$ cat src/hw/pamx_defines.vh
// Constants for the port alternate function mux
`ifndef PAMX_DEFINES_VH
`define PAMX_DEFINES_VH

// Bit positions of the input switch control register
`define PAMX_ISC_IRQ0        0
`define PAMX_ISC_CAPTURE     1
`define PAMX_ISC_T52GATE     2
`define PAMX_ISC_RXPIN       3
`define PAMX_ISC_BIT4        4
`define PAMX_ISC_BIT5        5

// Widths
`define PAMX_P10_W           4
`define PAMX_P11_W           4
`define PAMX_P2_W            8

// Reset values
`define PAMX_RST_SEL         1'b0
`define PAMX_RST_PORT4       4'h0
`define PAMX_RST_PORT8       8'h00
`define PAMX_RST_OSC         8'h00
`define PAMX_RST_ISC         8'h00
`define PAMX_RST_DIR4        4'hf
`define PAMX_RST_OE4         4'hf
`define PAMX_RST_OE8         8'hff

// Oscillator mode select: bits that claim the sub and, with debug disabled, the main oscillator pin pairs
`define PAMX_OSC_MAIN_LO     6
`define PAMX_OSC_MAIN_HI     7
`define PAMX_OSC_SUB         5

// Serial receive is port 11 bit 3, transmit bit 2
`define PAMX_RX_BIT          3
`define PAMX_TX_BIT          2

`endif

$ cat src/hw/pamx_port_mux.v
// Port alternate function pin multiplexer
`timescale 1ns/1ps
`include "pamx_defines.vh"

module pamx_port_mux
(
  input  wire       sys_clk_in,
  input  wire       rst_n_in,
  // Software writes, one bit at a time
  input  wire       cfg_wr_in,
  input  wire [2:0] cfg_sel_in,
  input  wire [2:0] cfg_bit_in,
  input  wire       cfg_val_in,
  // Whole-register views and controls
  input  wire [7:0] input_switch_control_in,
  input  wire       input_switch_wr_in,
  input  wire [7:0] osc_mode_select_in,
  input  wire       osc_mode_wr_in,
  input  wire       debug_enable_in,
  input  wire       quarter_bias_in,
  input  wire       port_function_bit13_in,
  input  wire [7:0] port_function_reg2_in,
  input  wire [7:0] analog_port_config_in,
  input  wire [7:0] direction_reg_port2_in,
  input  wire [7:0] analog_channel_select_in,
  // Port latches from the port logic
  input  wire [3:0] latch_port10_in,
  input  wire [3:0] latch_port11_in,
  input  wire [7:0] latch_port2_in,
  input  wire       latch_port4_bit0_in,
  input  wire [3:0] latch_port12_osc_in,
  // Far-side peripheral signals
  input  wire [3:0] lcd_segment_port10_in,
  input  wire [3:0] lcd_segment_port11_in,
  input  wire [7:0] lcd_segment_port2_in,
  input  wire       uart_b_transmit_in,
  input  wire       timer_h_unit_2_in,
  input  wire       timer8_unit_c_enable_in,
  // Pin inputs
  input  wire [3:0] pin_port10_in,
  input  wire [3:0] pin_port11_in,
  input  wire [7:0] pin_port2_in,
  input  wire       pin_port4_bit0_in,
  input  wire       pin_irq0_in,
  input  wire       pin_timer16_capture_in,
  input  wire [3:0] pin_port12_osc_in,
  // Pin drive: value, output enable active low, pull-up enable
  output reg  [3:0] pin_port10_out,
  output reg  [3:0] pin_port10_oe_n_out,
  output reg  [3:0] pullup_port10_out,
  output reg  [3:0] pin_port11_out,
  output reg  [3:0] pin_port11_oe_n_out,
  output reg  [3:0] pullup_port11_out,
  output reg  [7:0] pin_port2_out,
  output reg  [7:0] pin_port2_oe_n_out,
  output reg  [7:0] analog_enable_out,
  output reg  [7:0] analog_convert_out,
  output reg        pin_port4_bit0_out,
  output reg        pin_port4_bit0_oe_n_out,
  output reg        lcd_bias_voltage3_out,
  output reg  [3:0] pin_port12_osc_out,
  output reg  [3:0] pin_port12_osc_oe_n_out,
  output reg  [1:0] debug_pin_select_out,
  output reg  [1:0] osc_pin_select_out,
  // Routed signals toward peripherals
  output reg        uart_b_receive_out,
  output reg        timer16_capture_input_out,
  output reg        ext_irq_input_0_out,
  output reg        key_return_input0_out,
  output reg        timer8_unit_c_count_en_out,
  output reg  [3:0] port10_read_out,
  output reg  [3:0] port11_read_out,
  // Register read-back
  output reg        segment_port_select_out,
  output reg  [3:0] direction_reg_port10_out,
  output reg  [3:0] pullup_reg_port10_out,
  output reg  [3:0] direction_reg_port11_out,
  output reg  [3:0] pullup_reg_port11_out,
  output reg  [7:0] input_switch_control_out,
  output reg  [7:0] osc_mode_select_out
);

  ////////////////////////////////////////////////////////////////////////////
  // Configuration storage
  localparam [2:0] SEL_SEGMENT = 3'h0;
  localparam [2:0] SEL_DIR10   = 3'h1;
  localparam [2:0] SEL_PULLUP_REG_PORT10    = 3'h2;
  localparam [2:0] SEL_DIR11   = 3'h3;
  localparam [2:0] SEL_PULLUP_REG_PORT11    = 3'h4;

  reg  [3:0] next_dir10;
  reg  [3:0] next_pullup_reg_port10;
  reg  [3:0] next_dir11;
  reg  [3:0] next_pullup_reg_port11;
  reg        next_seg;
  wire [1:0] bidx;

  assign bidx = cfg_bit_in[1:0];

  always @*
  begin
    next_seg   = segment_port_select_out;
    next_dir10 = direction_reg_port10_out;
    next_pullup_reg_port10  = pullup_reg_port10_out;
    next_dir11 = direction_reg_port11_out;
    next_pullup_reg_port11  = pullup_reg_port11_out;
    if (cfg_wr_in)
    begin
      case (cfg_sel_in)
        SEL_SEGMENT: next_seg = cfg_val_in;
        SEL_DIR10:   next_dir10[bidx] = cfg_val_in;
        SEL_PULLUP_REG_PORT10:    next_pullup_reg_port10[bidx]  = cfg_val_in;
        SEL_DIR11:   next_dir11[bidx] = cfg_val_in;
        SEL_PULLUP_REG_PORT11:    next_pullup_reg_port11[bidx]  = cfg_val_in;
        default:     next_seg = segment_port_select_out;
      endcase
    end
  end

  always @(posedge sys_clk_in)
  begin
    if (!rst_n_in)
    begin
      segment_port_select_out  <= `PAMX_RST_SEL;
      direction_reg_port10_out <= `PAMX_RST_DIR4;
      pullup_reg_port10_out    <= `PAMX_RST_PORT4;
      direction_reg_port11_out <= `PAMX_RST_DIR4;
      pullup_reg_port11_out    <= `PAMX_RST_PORT4;
      input_switch_control_out <= `PAMX_RST_ISC;
      osc_mode_select_out      <= `PAMX_RST_OSC;
    end
    else
    begin
      segment_port_select_out  <= next_seg;
      direction_reg_port10_out <= next_dir10;
      pullup_reg_port10_out    <= next_pullup_reg_port10;
      direction_reg_port11_out <= next_dir11;
      pullup_reg_port11_out    <= next_pullup_reg_port11;
      if (input_switch_wr_in)
        input_switch_control_out <= input_switch_control_in;
      if (osc_mode_wr_in)
        osc_mode_select_out <= osc_mode_select_in;
    end
  end

  ////////////////////////////////////////////////////////////////////////////
  // Port 10 and port 11 pins
  wire       seg;
  wire [7:0] input_switch_control;
  wire       rx_ok;

  assign seg = segment_port_select_out;
  assign input_switch_control = input_switch_control_out;
  assign rx_ok = !seg && input_switch_control[`PAMX_ISC_RXPIN] && !input_switch_control[`PAMX_ISC_BIT4] &&
                 !input_switch_control[`PAMX_ISC_BIT5] && direction_reg_port11_out[`PAMX_RX_BIT];

  genvar gi;
  generate
    for (gi = 0; gi < 4; gi = gi + 1)
    begin : g_p1x
      always @(posedge sys_clk_in)
      begin
        if (!rst_n_in)
        begin
          pin_port10_out[gi]      <= 1'b0;
          pin_port10_oe_n_out[gi] <= 1'b1;
          pullup_port10_out[gi]   <= 1'b0;
          pin_port11_out[gi]      <= 1'b0;
          pin_port11_oe_n_out[gi] <= 1'b1;
          pullup_port11_out[gi]   <= 1'b0;
          port10_read_out[gi]     <= 1'b0;
          port11_read_out[gi]     <= 1'b0;
        end
        else
        begin
          if (seg)
          begin
            pin_port10_out[gi]      <= lcd_segment_port10_in[gi];
            pin_port10_oe_n_out[gi] <= 1'b0;
            pullup_port10_out[gi]   <= 1'b0;
            pin_port11_out[gi]      <= lcd_segment_port11_in[gi];
            pin_port11_oe_n_out[gi] <= 1'b0;
            pullup_port11_out[gi]   <= 1'b0;
          end
          else
          begin
            pin_port10_out[gi]      <= latch_port10_in[gi];
            pin_port10_oe_n_out[gi] <= direction_reg_port10_out[gi];
            pullup_port10_out[gi]   <= pullup_reg_port10_out[gi] & direction_reg_port10_out[gi];
            if (gi == `PAMX_TX_BIT)
              pin_port11_out[gi]    <= latch_port11_in[gi] & uart_b_transmit_in;
            else
              pin_port11_out[gi]    <= latch_port11_in[gi];
            pin_port11_oe_n_out[gi] <= direction_reg_port11_out[gi];
            pullup_port11_out[gi]   <= pullup_reg_port11_out[gi] & direction_reg_port11_out[gi];
          end
          port10_read_out[gi] <= seg ? 1'b0 : pin_port10_in[gi];
          port11_read_out[gi] <= seg ? 1'b0 : pin_port11_in[gi];
        end
      end
    end
  endgenerate

  ////////////////////////////////////////////////////////////////////////////
  // Input switch routing
  always @(posedge sys_clk_in)
  begin
    if (!rst_n_in)
    begin
      uart_b_receive_out         <= 1'b1;
      timer16_capture_input_out  <= 1'b0;
      ext_irq_input_0_out        <= 1'b0;
      timer8_unit_c_count_en_out <= 1'b0;
    end
    else
    begin
      uart_b_receive_out <= rx_ok ? pin_port11_in[`PAMX_RX_BIT] : 1'b1;
      timer16_capture_input_out <= input_switch_control[`PAMX_ISC_CAPTURE] ?
                                   uart_b_receive_out : pin_timer16_capture_in;
      ext_irq_input_0_out <= input_switch_control[`PAMX_ISC_IRQ0] ? uart_b_receive_out : pin_irq0_in;
      timer8_unit_c_count_en_out <= input_switch_control[`PAMX_ISC_T52GATE] ?
                                    (timer8_unit_c_enable_in & timer_h_unit_2_in) :
                                    timer8_unit_c_enable_in;
    end
  end

  ////////////////////////////////////////////////////////////////////////////
  // Port 4 bit 0, port 2 and oscillator pins
  wire main_osc;
  wire sub_osc;
  wire p13_free;

  assign main_osc = osc_mode_select_out[`PAMX_OSC_MAIN_HI] | osc_mode_select_out[`PAMX_OSC_MAIN_LO];
  assign sub_osc  = osc_mode_select_out[`PAMX_OSC_SUB];
  assign p13_free = !port_function_bit13_in;

  integer k;
  always @(posedge sys_clk_in)
  begin
    if (!rst_n_in)
    begin
      pin_port4_bit0_out      <= 1'b0;
      pin_port4_bit0_oe_n_out <= 1'b1;
      lcd_bias_voltage3_out   <= 1'b0;
      key_return_input0_out   <= 1'b1;
      pin_port2_out           <= `PAMX_RST_PORT8;
      pin_port2_oe_n_out      <= `PAMX_RST_OE8;
      analog_enable_out       <= `PAMX_RST_PORT8;
      analog_convert_out      <= `PAMX_RST_PORT8;
      pin_port12_osc_out      <= `PAMX_RST_PORT4;
      pin_port12_osc_oe_n_out <= `PAMX_RST_OE4;
      debug_pin_select_out    <= 2'h0;
      osc_pin_select_out      <= 2'h0;
    end
    else
    begin
      lcd_bias_voltage3_out   <= quarter_bias_in;
      pin_port4_bit0_out      <= latch_port4_bit0_in;
      pin_port4_bit0_oe_n_out <= quarter_bias_in | !p13_free;
      key_return_input0_out   <= quarter_bias_in ? 1'b1 : pin_port4_bit0_in;
      for (k = 0; k < 8; k = k + 1)
      begin
        if (port_function_reg2_in[k])
        begin
          pin_port2_out[k]      <= lcd_segment_port2_in[k];
          pin_port2_oe_n_out[k] <= 1'b0;
          analog_enable_out[k]  <= 1'b0;
          analog_convert_out[k] <= 1'b0;
        end
        else
        begin
          pin_port2_out[k]      <= latch_port2_in[k];
          pin_port2_oe_n_out[k] <= direction_reg_port2_in[k] | analog_port_config_in[k];
          analog_enable_out[k]  <= analog_port_config_in[k] & direction_reg_port2_in[k];
          analog_convert_out[k] <= analog_port_config_in[k] & direction_reg_port2_in[k] &
                                   (analog_channel_select_in[2:0] == k[2:0]);
        end
      end
      debug_pin_select_out <= {2{debug_enable_in}};
      osc_pin_select_out   <= {sub_osc, main_osc & !debug_enable_in};
      pin_port12_osc_out   <= latch_port12_osc_in;
      pin_port12_osc_oe_n_out[1:0] <= 2'h3;
      pin_port12_osc_oe_n_out[3:2] <= 2'h3;
    end
  end

endmodule

$ cat config.mk
export PLATFORM = sky130hd
export DESIGN_NAME = pamx_port_mux
export DESIGN_NICKNAME = d
export VERILOG_FILES = /design/src/hw/pamx_port_mux.v
export VERILOG_INCLUDE_DIRS = /design/src /design/src/hw
export SDC_FILE = /design/constraint.sdc
export NUM_CORES = 1
export LEC_CHECK = 0
export ABC_AREA = 1
export BUFFER_PORTS_ARGS = -buffer_cell sky130_fd_sc_hd__buf_2
export CORE_ASPECT_RATIO = 1.25
export CORE_MARGIN = 2
export CORE_UTILIZATION = 42
export DETAILED_ROUTE_END_ITERATION = 7
export GPL_TIMING_DRIVEN = 0
export PLACE_DENSITY = 0.8
export SYNTH_ARGS = -nofsm -noshare
export SYNTH_HDL_FRONTEND = slang
export SYNTH_SLANG_ARGS = --single-unit
$ cat constraint.sdc
create_clock -name sys_clk_in -period 1.2 [get_ports sys_clk_in]
set_input_delay 0.36 -clock sys_clk_in [delete_from_list [all_inputs] [get_ports sys_clk_in]]
set_output_delay 0.36 -clock sys_clk_in [all_outputs]
set_load 0.01 [all_outputs]
==> results of run 1 <==
## worst reg2reg max path, stage by stage (launching register included)
cell,delay [ps]
dfxtp_4,380
inv_2,160
nand2_4,120
buf_2,210
nor3_1,140
## cell usage after synthesis (2+ instances only)
library cell	n	share of area
inv_1	64	0.063
nand2_1	69	0.068
nor2_2	4	0.0066
buf_4	7	0.014
a21oi_1	6	0.0079
nor2_4	2	0.0059
nor2_1	89	0.087
o21ai_0	46	0.060
inv_2	3	0.0029
nand3_1	37	0.048
nand4_1	6	0.0098
nor3_1	13	0.017
dfxtp_1	112	0.59
buf_2	8	0.010
## area by class of cell
| type | count | area (µm²) |
|---|---|---|
| multi-input combinational | 280 | 1240 |
| fill | 711 | 2820 |
| clock buffer | 10 | 128 |
| tap | 120 | 150 |
| timing repair buffer | 240 | 1680 |
| inverter | 68 | 255 |
| sequential | 112 | 2330 |
| buffer | 17 | 104 |
| antenna | 1 | 2.50 |
| clock inverter | 6 | 42.5 |
## routing by layer
| layer | share of wire | GRT usage | vias to the layer above |
|---|---|---|---|
| met2 | 0.53 | 0.430 | 215 |
| li1 | - | - | 1971 |
| met4 | 0.020 | 0.0896 | 0 |
| met3 | 0.086 | 0.0695 | 18 |
| met1 | 0.37 | 0.246 | 1869 |
| met5 | 0 | 0 | - |
## power by group through the flow
stage | Combinational [mW] | Sequential [mW] | Clock, mW
5_1_grt | 1.09 | 3.98 | 2.24
3_3_place_gp | 0.803 | 4.01 | 0
4_1_cts | 0.878 | 3.93 | 2.06
3_5_place_dp | 0.825 | 4.01 | 0
2_1_floorplan | 0.289 | 4.09 | 0
6_report | 1.00 | 3.96 | 2.05
## stage by stage
step	total power, mW	worst slack, ps	instance area (µm²)	util	hold slack (ps)
finish	7.01	-72.9	5930	0.678	169
floorplan	4.38	166	3830	-	439
detailed placement	4.84	-77.3	5080	0.581	435
CTS	6.87	-90.7	5490	0.628	160
global route	7.31	-110	5930	0.678	151
global placement	4.81	-92.1	5080	0.581	432
## sequential cells by signal (all words and copies together) (netlist names), 8 cells and up
| name | count |
|---|---|
| pin_port2_oe_n_out | 8 |
| analog_enable_out | 8 |
| pin_port2_out | 8 |
| osc_mode_select_out | 8 |
| analog_convert_out | 8 |
| input_switch_control_out | 8 |
## cell families (layout without fill, tap and decap cells)
| group | after synthesis | count (layout) | share of synthesized area |
|---|---|---|---|
| compound gates | 52 | 52 | 0.0682 |
| buf+inv | 85 | 341 | 0.0931 |
| flops | 112 | 112 | 0.587 |
| other cells | 1 | 5 | 0.000982 |
| simple gates | 224 | 224 | 0.251 |
## worst max path at each step
| stage | endpoint | slack, ps | cells after the start |
|---|---|---|---|
| 6_report | debug_pin_select_out[1] | -70 | 2 |
| 3_3_place_gp | ext_irq_input_0_out | -90 | 5 |
| 2_1_floorplan | pullup_port10_out[1] | 170 | 4 |
| 3_5_place_dp | ext_irq_input_0_out | -80 | 5 |
| 5_1_grt | debug_pin_select_out[1] | -110 | 2 |
| 4_1_cts | debug_pin_select_out[1] | -90 | 2 |
## repair_timing
item                                    4_1_cts  5_1_grt
buffers inserted                             13        7
endpoints found under the setup margin       47       98
resized for setup                            55       88
endpoints found under the hold margin         0        0
==> impl_metrics.toml, run 1 <==
[setup_path]
crit_family = "flip-flops"
worst-path-buf-inv = 2
startpoint_type = "register"
r2r_setup_slack_ps = 130
r2r_end = "pullup_port11_out[0]"
cp_slowest_cell = "dfxtp_2"
critical_path_class = "register to primary output"
cp_cell_sequence = "buf_6 > buf_6"
cp-startpoint = "debug_pin_select_out[0]"
r2r_start = "segment_port_select_out"
crit_arrival_ps = 910
end_kind = "primary output"
cpMostUsedCell = "buf_6"
critPathMaxFanout = 2
critPathRequiredTime_ps = 840
slowest_delay_ps = 340
reg2regPathDepth = 4

[floorplan]
core_area_um2 = 8750
dieArea_um2 = 9880
ioPinCount = 243
rows = 38
initial_utilization = 0.436
fp.dieW_um = 89.3
die_h_um = 111

[cts]
clkSlewWorstSetupHoldPaths_ps = 110
cts_tree = "built"
cts_inserted_buffers = 9
cts_sinks = 112
cts_max_level = 3
clkLatencyLatePin_ps = 360
root_buffer = "clkbuf_8"
cts_max_path_buffers = 2
ctsHoldBuffers = 0

[timing]
timing.fmax_ghz = 0.786
setup_tns_ps = -87.5
min_period_over_period = 1.06
setup_violations = 2
rsz0062_at_grt = "true"
slew_viol_final = 0
fin_worst_skew_ps = 6.79
finalHoldViolCount = 0
finalWorstSetupSlack_ps = -72.9
post-route-min-period_ps = 1270

[placement]
dpl.cell_count = 817
dp_hpwl_um = 9160
port_buffers = 220
place_congestion = 0.895

[synth]
yosysWarnings = 0
ys.flop_type = "dfxtp_1"
ys_ff_latch = 112
syn_area_per_cell_um2 = 8.06
ys_async_sr_fraction = 0
yosysSeqAreaShare = 0.587
synth_edf_count = 0
synthCells = 474
synth_area_um2 = 3820
ys_types = 22

[min_path]
hp-start = "port_function_bit13_in"
hold_path_class = "input port to register"
hold_depth = 3
hold_end = "pin_port4_bit0_oe_n_out"

[route]
via_per_inst = 4.77
wl_um = 13100
drc = 0
drtAntennaViolNets = 0
vias = 4073
drtIter0Drc = 197
detail_route.wl_per_cell_um = 15.3
drt-pass1-iter-count = 5

[outcome]
violations = "negative setup slack"
outcome = "finished with violations"

[grt]
track_usage = 0.236
grt_max_degree = 19
grt_pass1_vias = 3855
grt.overflow.total = 0
antenna_found_initial = 1
grt_pass1_wl_um = 18100

[job]
cap_violations = 0

[cells_and_area]
layout.cells.non_filler = 854
nets = 854
area.growth.synth_to_final_pct = 55.2
drive_above_1_share = 0.476
final_common_cell = "buf_2"
layout_common_cells = "buf_2 (160), nor2_1 (89), nand2_1 (69), buf_6 (69), dfxtp_2 (66)"

[power_and_ir_drop]
p_seq_frac = 0.565
ir_worst_vdd_mv = 0.938
p_comb_frac = 0.143
p_leak_nw = 3.14
power_density_nw_per_um2 = 1180
p_sw_mw = 1.88
p_int_mw = 5.13
switching_share = 0.268
clockPowerShare = 0.293
(Power assumes the default switching activity.)
==> run 2, diff against run 1 <==
ABC_AREA = default   (was 1)
==> run 2 against run 1 <==
The run now ends clean; sequential power is 1% lower; synthesized area increased by 0.79%; utilization is 5.3 points lower; global-route usage decreased by 2.7 points; critical endpoint is now input_switch_control_out[1]; count of clock-buffer cells in the layout grew 1; fmax rose by 7.4%; clock skew is 1.4 ps higher; sequential share of layout area rose by 1.4 points.
==> impl_metrics.toml, run 2 <==
[outcome]
outcome = "completed"

[timing]
post-route-min-period_ps = 1190
min_period_over_period = 0.988
timing.fmax_ghz = 0.844
setup_violations = 0
fin_worst_skew_ps = 8.20
setup_tns_ps = 0
rsz0062_at_grt = "true"
finalHoldViolCount = 0
finalWorstSetupSlack_ps = 14.6
slew_viol_final = 0

[power_and_ir_drop]
ir_worst_vdd_mv = 0.798
switching_share = 0.234
power_mw = 7.73
p_leak_nw = 2.88
p_seq_frac = 0.506
power_density_nw_per_um2 = 1370
p_sw_mw = 1.81
p_int_mw = 5.92
clockPowerShare = 0.388
p_comb_frac = 0.106

[floorplan]
fp.dieW_um = 89.6
initial_utilization = 0.426
dieArea_um2 = 9950
rows = 39
die_h_um = 111
ioPinCount = 243
core_area_um2 = 9030

[cts]
cts_max_path_buffers = 2
root_buffer = "clkbuf_16"
ctsHoldBuffers = 0
cts_max_level = 3
cts_inserted_buffers = 9
clkSlewWorstSetupHoldPaths_ps = 80
clkLatencyLatePin_ps = 350
cts_tree = "built"
cts_sinks = 112

[synth]
synth_compound_area_frac = 0.0371
ys_types = 32
yosys.area.top_type = "dfxtp_1"
synthSimpleGateAreaFrac = 0.224
syn_area_per_cell_um2 = 11.0
synth_edf_count = 0
ys_async_sr_fraction = 0
yosysWarnings = 0
synthXorXnorAreaFrac = 0
ys_ff_latch = 112
yosysSeqAreaShare = 0.583
synth_area_um2 = 3850
ys.flop_type = "dfxtp_1"
synth_top_family_by_area = "simple AND/OR/NAND/NOR gates"
synth_area_leaders = "dfxtp_1 (58%), mux2i_1 (11%), nor2b_1 (5.7%), and4b_1 (3.1%), and2_1 (2.8%)"
synth_adder_area_share = 0
muxShareOfSynthArea = 0.109
yosys.area.top_type_share = 0.583
synth_common_cells = "dfxtp_1 (112), mux2i_1 (42), nor2b_1 (35)"
yosysMostFrequentCell = "dfxtp_1"
synthCells = 349

[cells_and_area]
layout_common_cells = "buf_2 (199), dfxtp_1 (77), mux2i_1 (42)"
area.growth.synth_to_final_pct = 46.4
fin_util = 0.624
insertedDiodeCount = 0
nets = 712
stdcell_area_um2 = 5640
final_common_cell = "buf_2"
drive_above_1_share = 0.508

[grt]
grt_pass1_wl_um = 15900
track_usage = 0.209
grt_pass1_vias = 3220
grt_util_met2 = 0.350
top_usage_layer = "met2"
use_met1 = 0.250
globalRouteMet3Util = 0.0514
grt.overflow.total = 0
grt_max_degree = 19
antenna_found_initial = 0

[job]
cap_violations = 0

[setup_path]
critPathRequiredTime_ps = 840
r2r_start = "segment_port_select_out"
worst-path-buf-inv = 1
r2r_end = "pullup_port11_out[0]"
crit_arrival_ps = 830
critPathMaxFanout = 2
reg2regPathDepth = 4
cp_slowest_cell = "dfxtp_4"
crit_family = "flip-flops"
critical_path_class = "register to primary output"
startpoint_type = "register"
cp_cell_sequence = "buf_6"
slowest_delay_ps = 360
end_kind = "primary output"
r2r_setup_slack_ps = 60

[route]
vias = 3392
drc = 0
drtAntennaViolNets = 0
drt-pass1-iter-count = 4
via_per_inst = 4.75
detail_route.wl_per_cell_um = 15.0
wl_um = 10700
drtIter0Drc = 126

[min_path]
hold_depth = 2
hold_path_class = "input port to register"
hp-start = "debug_enable_in"
hold_end = "osc_pin_select_out[0]"

[placement]
place_congestion = 0.951
dp_hpwl_um = 8030
port_buffers = 215
placed_area_um2 = 5090
pre_cts_slack_ps = -119
[run 2: cell type report]
| cell class | instances | area (µm²) |
|---|---|---|
| Multi-Input combinational cell | 208 | 1440 |
| Buffer | 22 | 140 |
| Timing Repair Buffer | 224 | 1270 |
| Inverter | 9 | 33.8 |
| Sequential cell | 112 | 2300 |
| Tap cell | 123 | 154 |
| Fill cell | 708 | 3390 |
| Clock buffer | 11 | 233 |
| Clock inverter | 5 | 66.3 |
[run 2: power groups by stage]
stage	Clock, mW	Sequential (mW)	Combinational, mW
after floorplan	0	4.07	0.286
after global placement	0	3.99	0.757
after detailed placement	0	3.99	0.774
after CTS	3.06	3.91	0.789
after global routing	3.22	3.92	0.901
final	3.00	3.91	0.821
[run 2: how the worst max path moves through the flow]
stage,cells past startpoint,from,end
floorplan,3,rst_n_in,pin_port4_bit0_oe_n_out
global placement,4,rst_n_in,osc_mode_select_out[0]
detailed placement,4,rst_n_in,pullup_reg_port10_out[2]
CTS,1,direction_reg_port10_out[1],direction_reg_port10_out[1]
global route,1,direction_reg_port11_out[3],direction_reg_port11_out[3]
finish,1,input_switch_control_out[1],input_switch_control_out[1]
[run 2: metal layers]
layer / wire length, µm / share of wire
met1: 4320 / 0.40
met2: 5330 / 0.50
met5: 0 / 0
met3: 843 / 0.079
met4: 193 / 0.018
[run 2: timing repair]
item	in CTS	in global routing
cloned	0	0
hold endpoints to repair	0	0
buffers inserted	3	6
resized for setup	31	33
setup endpoints to repair	30	42
[run 2: through the flow]
stage | instances | hold slack [ps]
floorplan | 352 | 432
global placement | 690 | 439
detailed placement | 690 | 446
CTS | 708 | 175
global route | 714 | 181
finish | 714 | 188
[run 2: kinds of logic after synthesis]
family	after synthesis
and+or+nand+nor	136
buffers and inverters	32
AOI/OAI and AO/OA	26
DFF	112
other	1
muxes	42
==> run 3, diff against run 2 <==
BUFFER_PORTS_ARGS = -buffer_cell sky130_fd_sc_hd__buf_4   (was -buffer_cell sky130_fd_sc_hd__buf_2)
==> run 3 against run 2 <==
Combinational power up 18%; count of clock-buffer cells in the layout is the same; critical path depth unchanged; cell count is 0.28% lower; clock power grew 3%.
==> impl_metrics.toml, run 3 (synthesized netlist as in run 2, its figures left out) <==
[outcome]
outcome = "completed"

[route]
detail_route.wl_per_cell_um = 15.7
drtAntennaViolNets = 0
routed.top_layer = "met4"
wl_met2_um = 5560
drc = 0
drt-pass1-iter-count = 6
met1Wirelength_um = 4340
drtIter0Drc = 120
vias = 3391
via_per_inst = 4.76
route.met3.wl_um = 877
wl_um = 11200

[timing]
setup_violations = 0
min_period_over_period = 0.981
timing.fmax_ghz = 0.850
rsz0062_at_grt = "false"
slew_viol_final = 0
post-route-min-period_ps = 1180
finalHoldViolCount = 0
fin_worst_skew_ps = 5.99
setup_tns_ps = 0

[power_and_ir_drop]
ir_worst_vdd_mv = 0.793
p_leak_nw = 3.00
power_density_nw_per_um2 = 1320
power_mw = 7.97

[setup_path]
cp_slowest_cell = "dfxtp_2"
critPathMaxFanout = 2
r2r_start = "segment_port_select_out"
crit_arrival_ps = 820
slowest_delay_ps = 330
r2r_setup_slack_ps = 100
crit_family = "flip-flops"
reg2regPathDepth = 4
end_kind = "primary output"
r2r_end = "pin_port11_out[2]"
startpoint_type = "register"
critical_path_class = "register to primary output"
worst-path-buf-inv = 1
critPathRequiredTime_ps = 840
cp_cell_sequence = "buf_4"

[cts]
root_buffer = "clkbuf_16"
clkSlewWorstSetupHoldPaths_ps = 70
cts_inserted_buffers = 9
cts_max_path_buffers = 2
clkLatencyLatePin_ps = 340
cts_max_level = 3
cts_sinks = 112
cts_tree = "built"

[min_path]
hold_path_class = "input port to register"
hp-start = "debug_enable_in"
hold_end = "osc_pin_select_out[0]"
hold_depth = 2

[grt]
track_usage = 0.222
grt.overflow.total = 0
grt_pass1_wl_um = 16800
antenna_found_initial = 0
grt_pass1_vias = 3415
grt_max_degree = 19

[placement]
dp_hpwl_um = 8640
place_congestion = 0.920
port_buffers = 215

[floorplan]
core_area_um2 = 9030
rows = 39
die_h_um = 111
fp.dieW_um = 89.6
dieArea_um2 = 9950
ioPinCount = 243
initial_utilization = 0.426

[cells_and_area]
insertedDiodeCount = 0
area.growth.synth_to_final_pct = 57.5
nets = 710
drive_above_1_share = 0.497
final_common_cell = "buf_4"
layout_common_cells = "buf_4 (224), dfxtp_1 (84), mux2i_1 (42)"

[job]
cap_violations = 0
## run 3: cell types whose count changed in the layout (fill, tap and decap cells not counted), sizes merged
| cell | delta |
|---|---|
| buf | -3 |
| clkbuf | +1 |
## run 3: metal layers
metal,track usage,up-vias
met5,0,-
met4,0.117,0
met3,0.0499,29
met2,0.378,158
met1,0.250,1565
li1,-,1639
## run 3: cell type report
type	instances	area, µm²
fill	701	2970
sequential	112	2280
timing repair buffer	222	1690
multi-input combinational	208	1440
clock buffer	11	253
tap	123	154
buffer	22	146
clock inverter	5	63.8
inverter	9	33.8
## run 3: worst max path at each step
stage,slack [ps],start,cells past startpoint,end
after floorplan,60,rst_n_in,3,pin_port4_bit0_oe_n_out
after global placement,-90,rst_n_in,4,osc_mode_select_out[0]
after detailed placement,-130,rst_n_in,4,pin_port2_out[2]
after CTS,4,pullup_reg_port10_out[2],1,pullup_reg_port10_out[2]
after global routing,0.07,direction_reg_port11_out[0],1,direction_reg_port11_out[0]
final,20,input_switch_control_out[7],1,input_switch_control_out[7]
## run 3: power breakdown
part | switching (mW) | internal [mW]
Sequential | 0.0557 | 3.86
Combinational | 0.407 | 0.561
Clock | 1.34 | 1.75
## run 3: repair_timing
| item | 4_1_cts | 5_1_grt |
|---|---|---|
| endpoints found under the setup margin | 34 | 13 |
| resized for setup | 27 | 12 |
| buffers inserted | 3 | 4 |
| hold buffers | 0 | 0 |
## run 3: through the flow
step | hold WS [ps] | cells | worst slack [ps] | utilization | cell area [µm²]
6_report | 184 | 712 | 23.1 | 0.671 | 6060
5_1_grt | 181 | 712 | 0.0698 | 0.671 | 6060
4_1_cts | 172 | 708 | 3.71 | 0.665 | 6000
3_5_place_dp | 436 | 690 | -127 | 0.623 | 5630
3_3_place_gp | 435 | 690 | -88.7 | 0.623 | 5630
2_1_floorplan | 432 | 352 | 62.6 | - | 3860
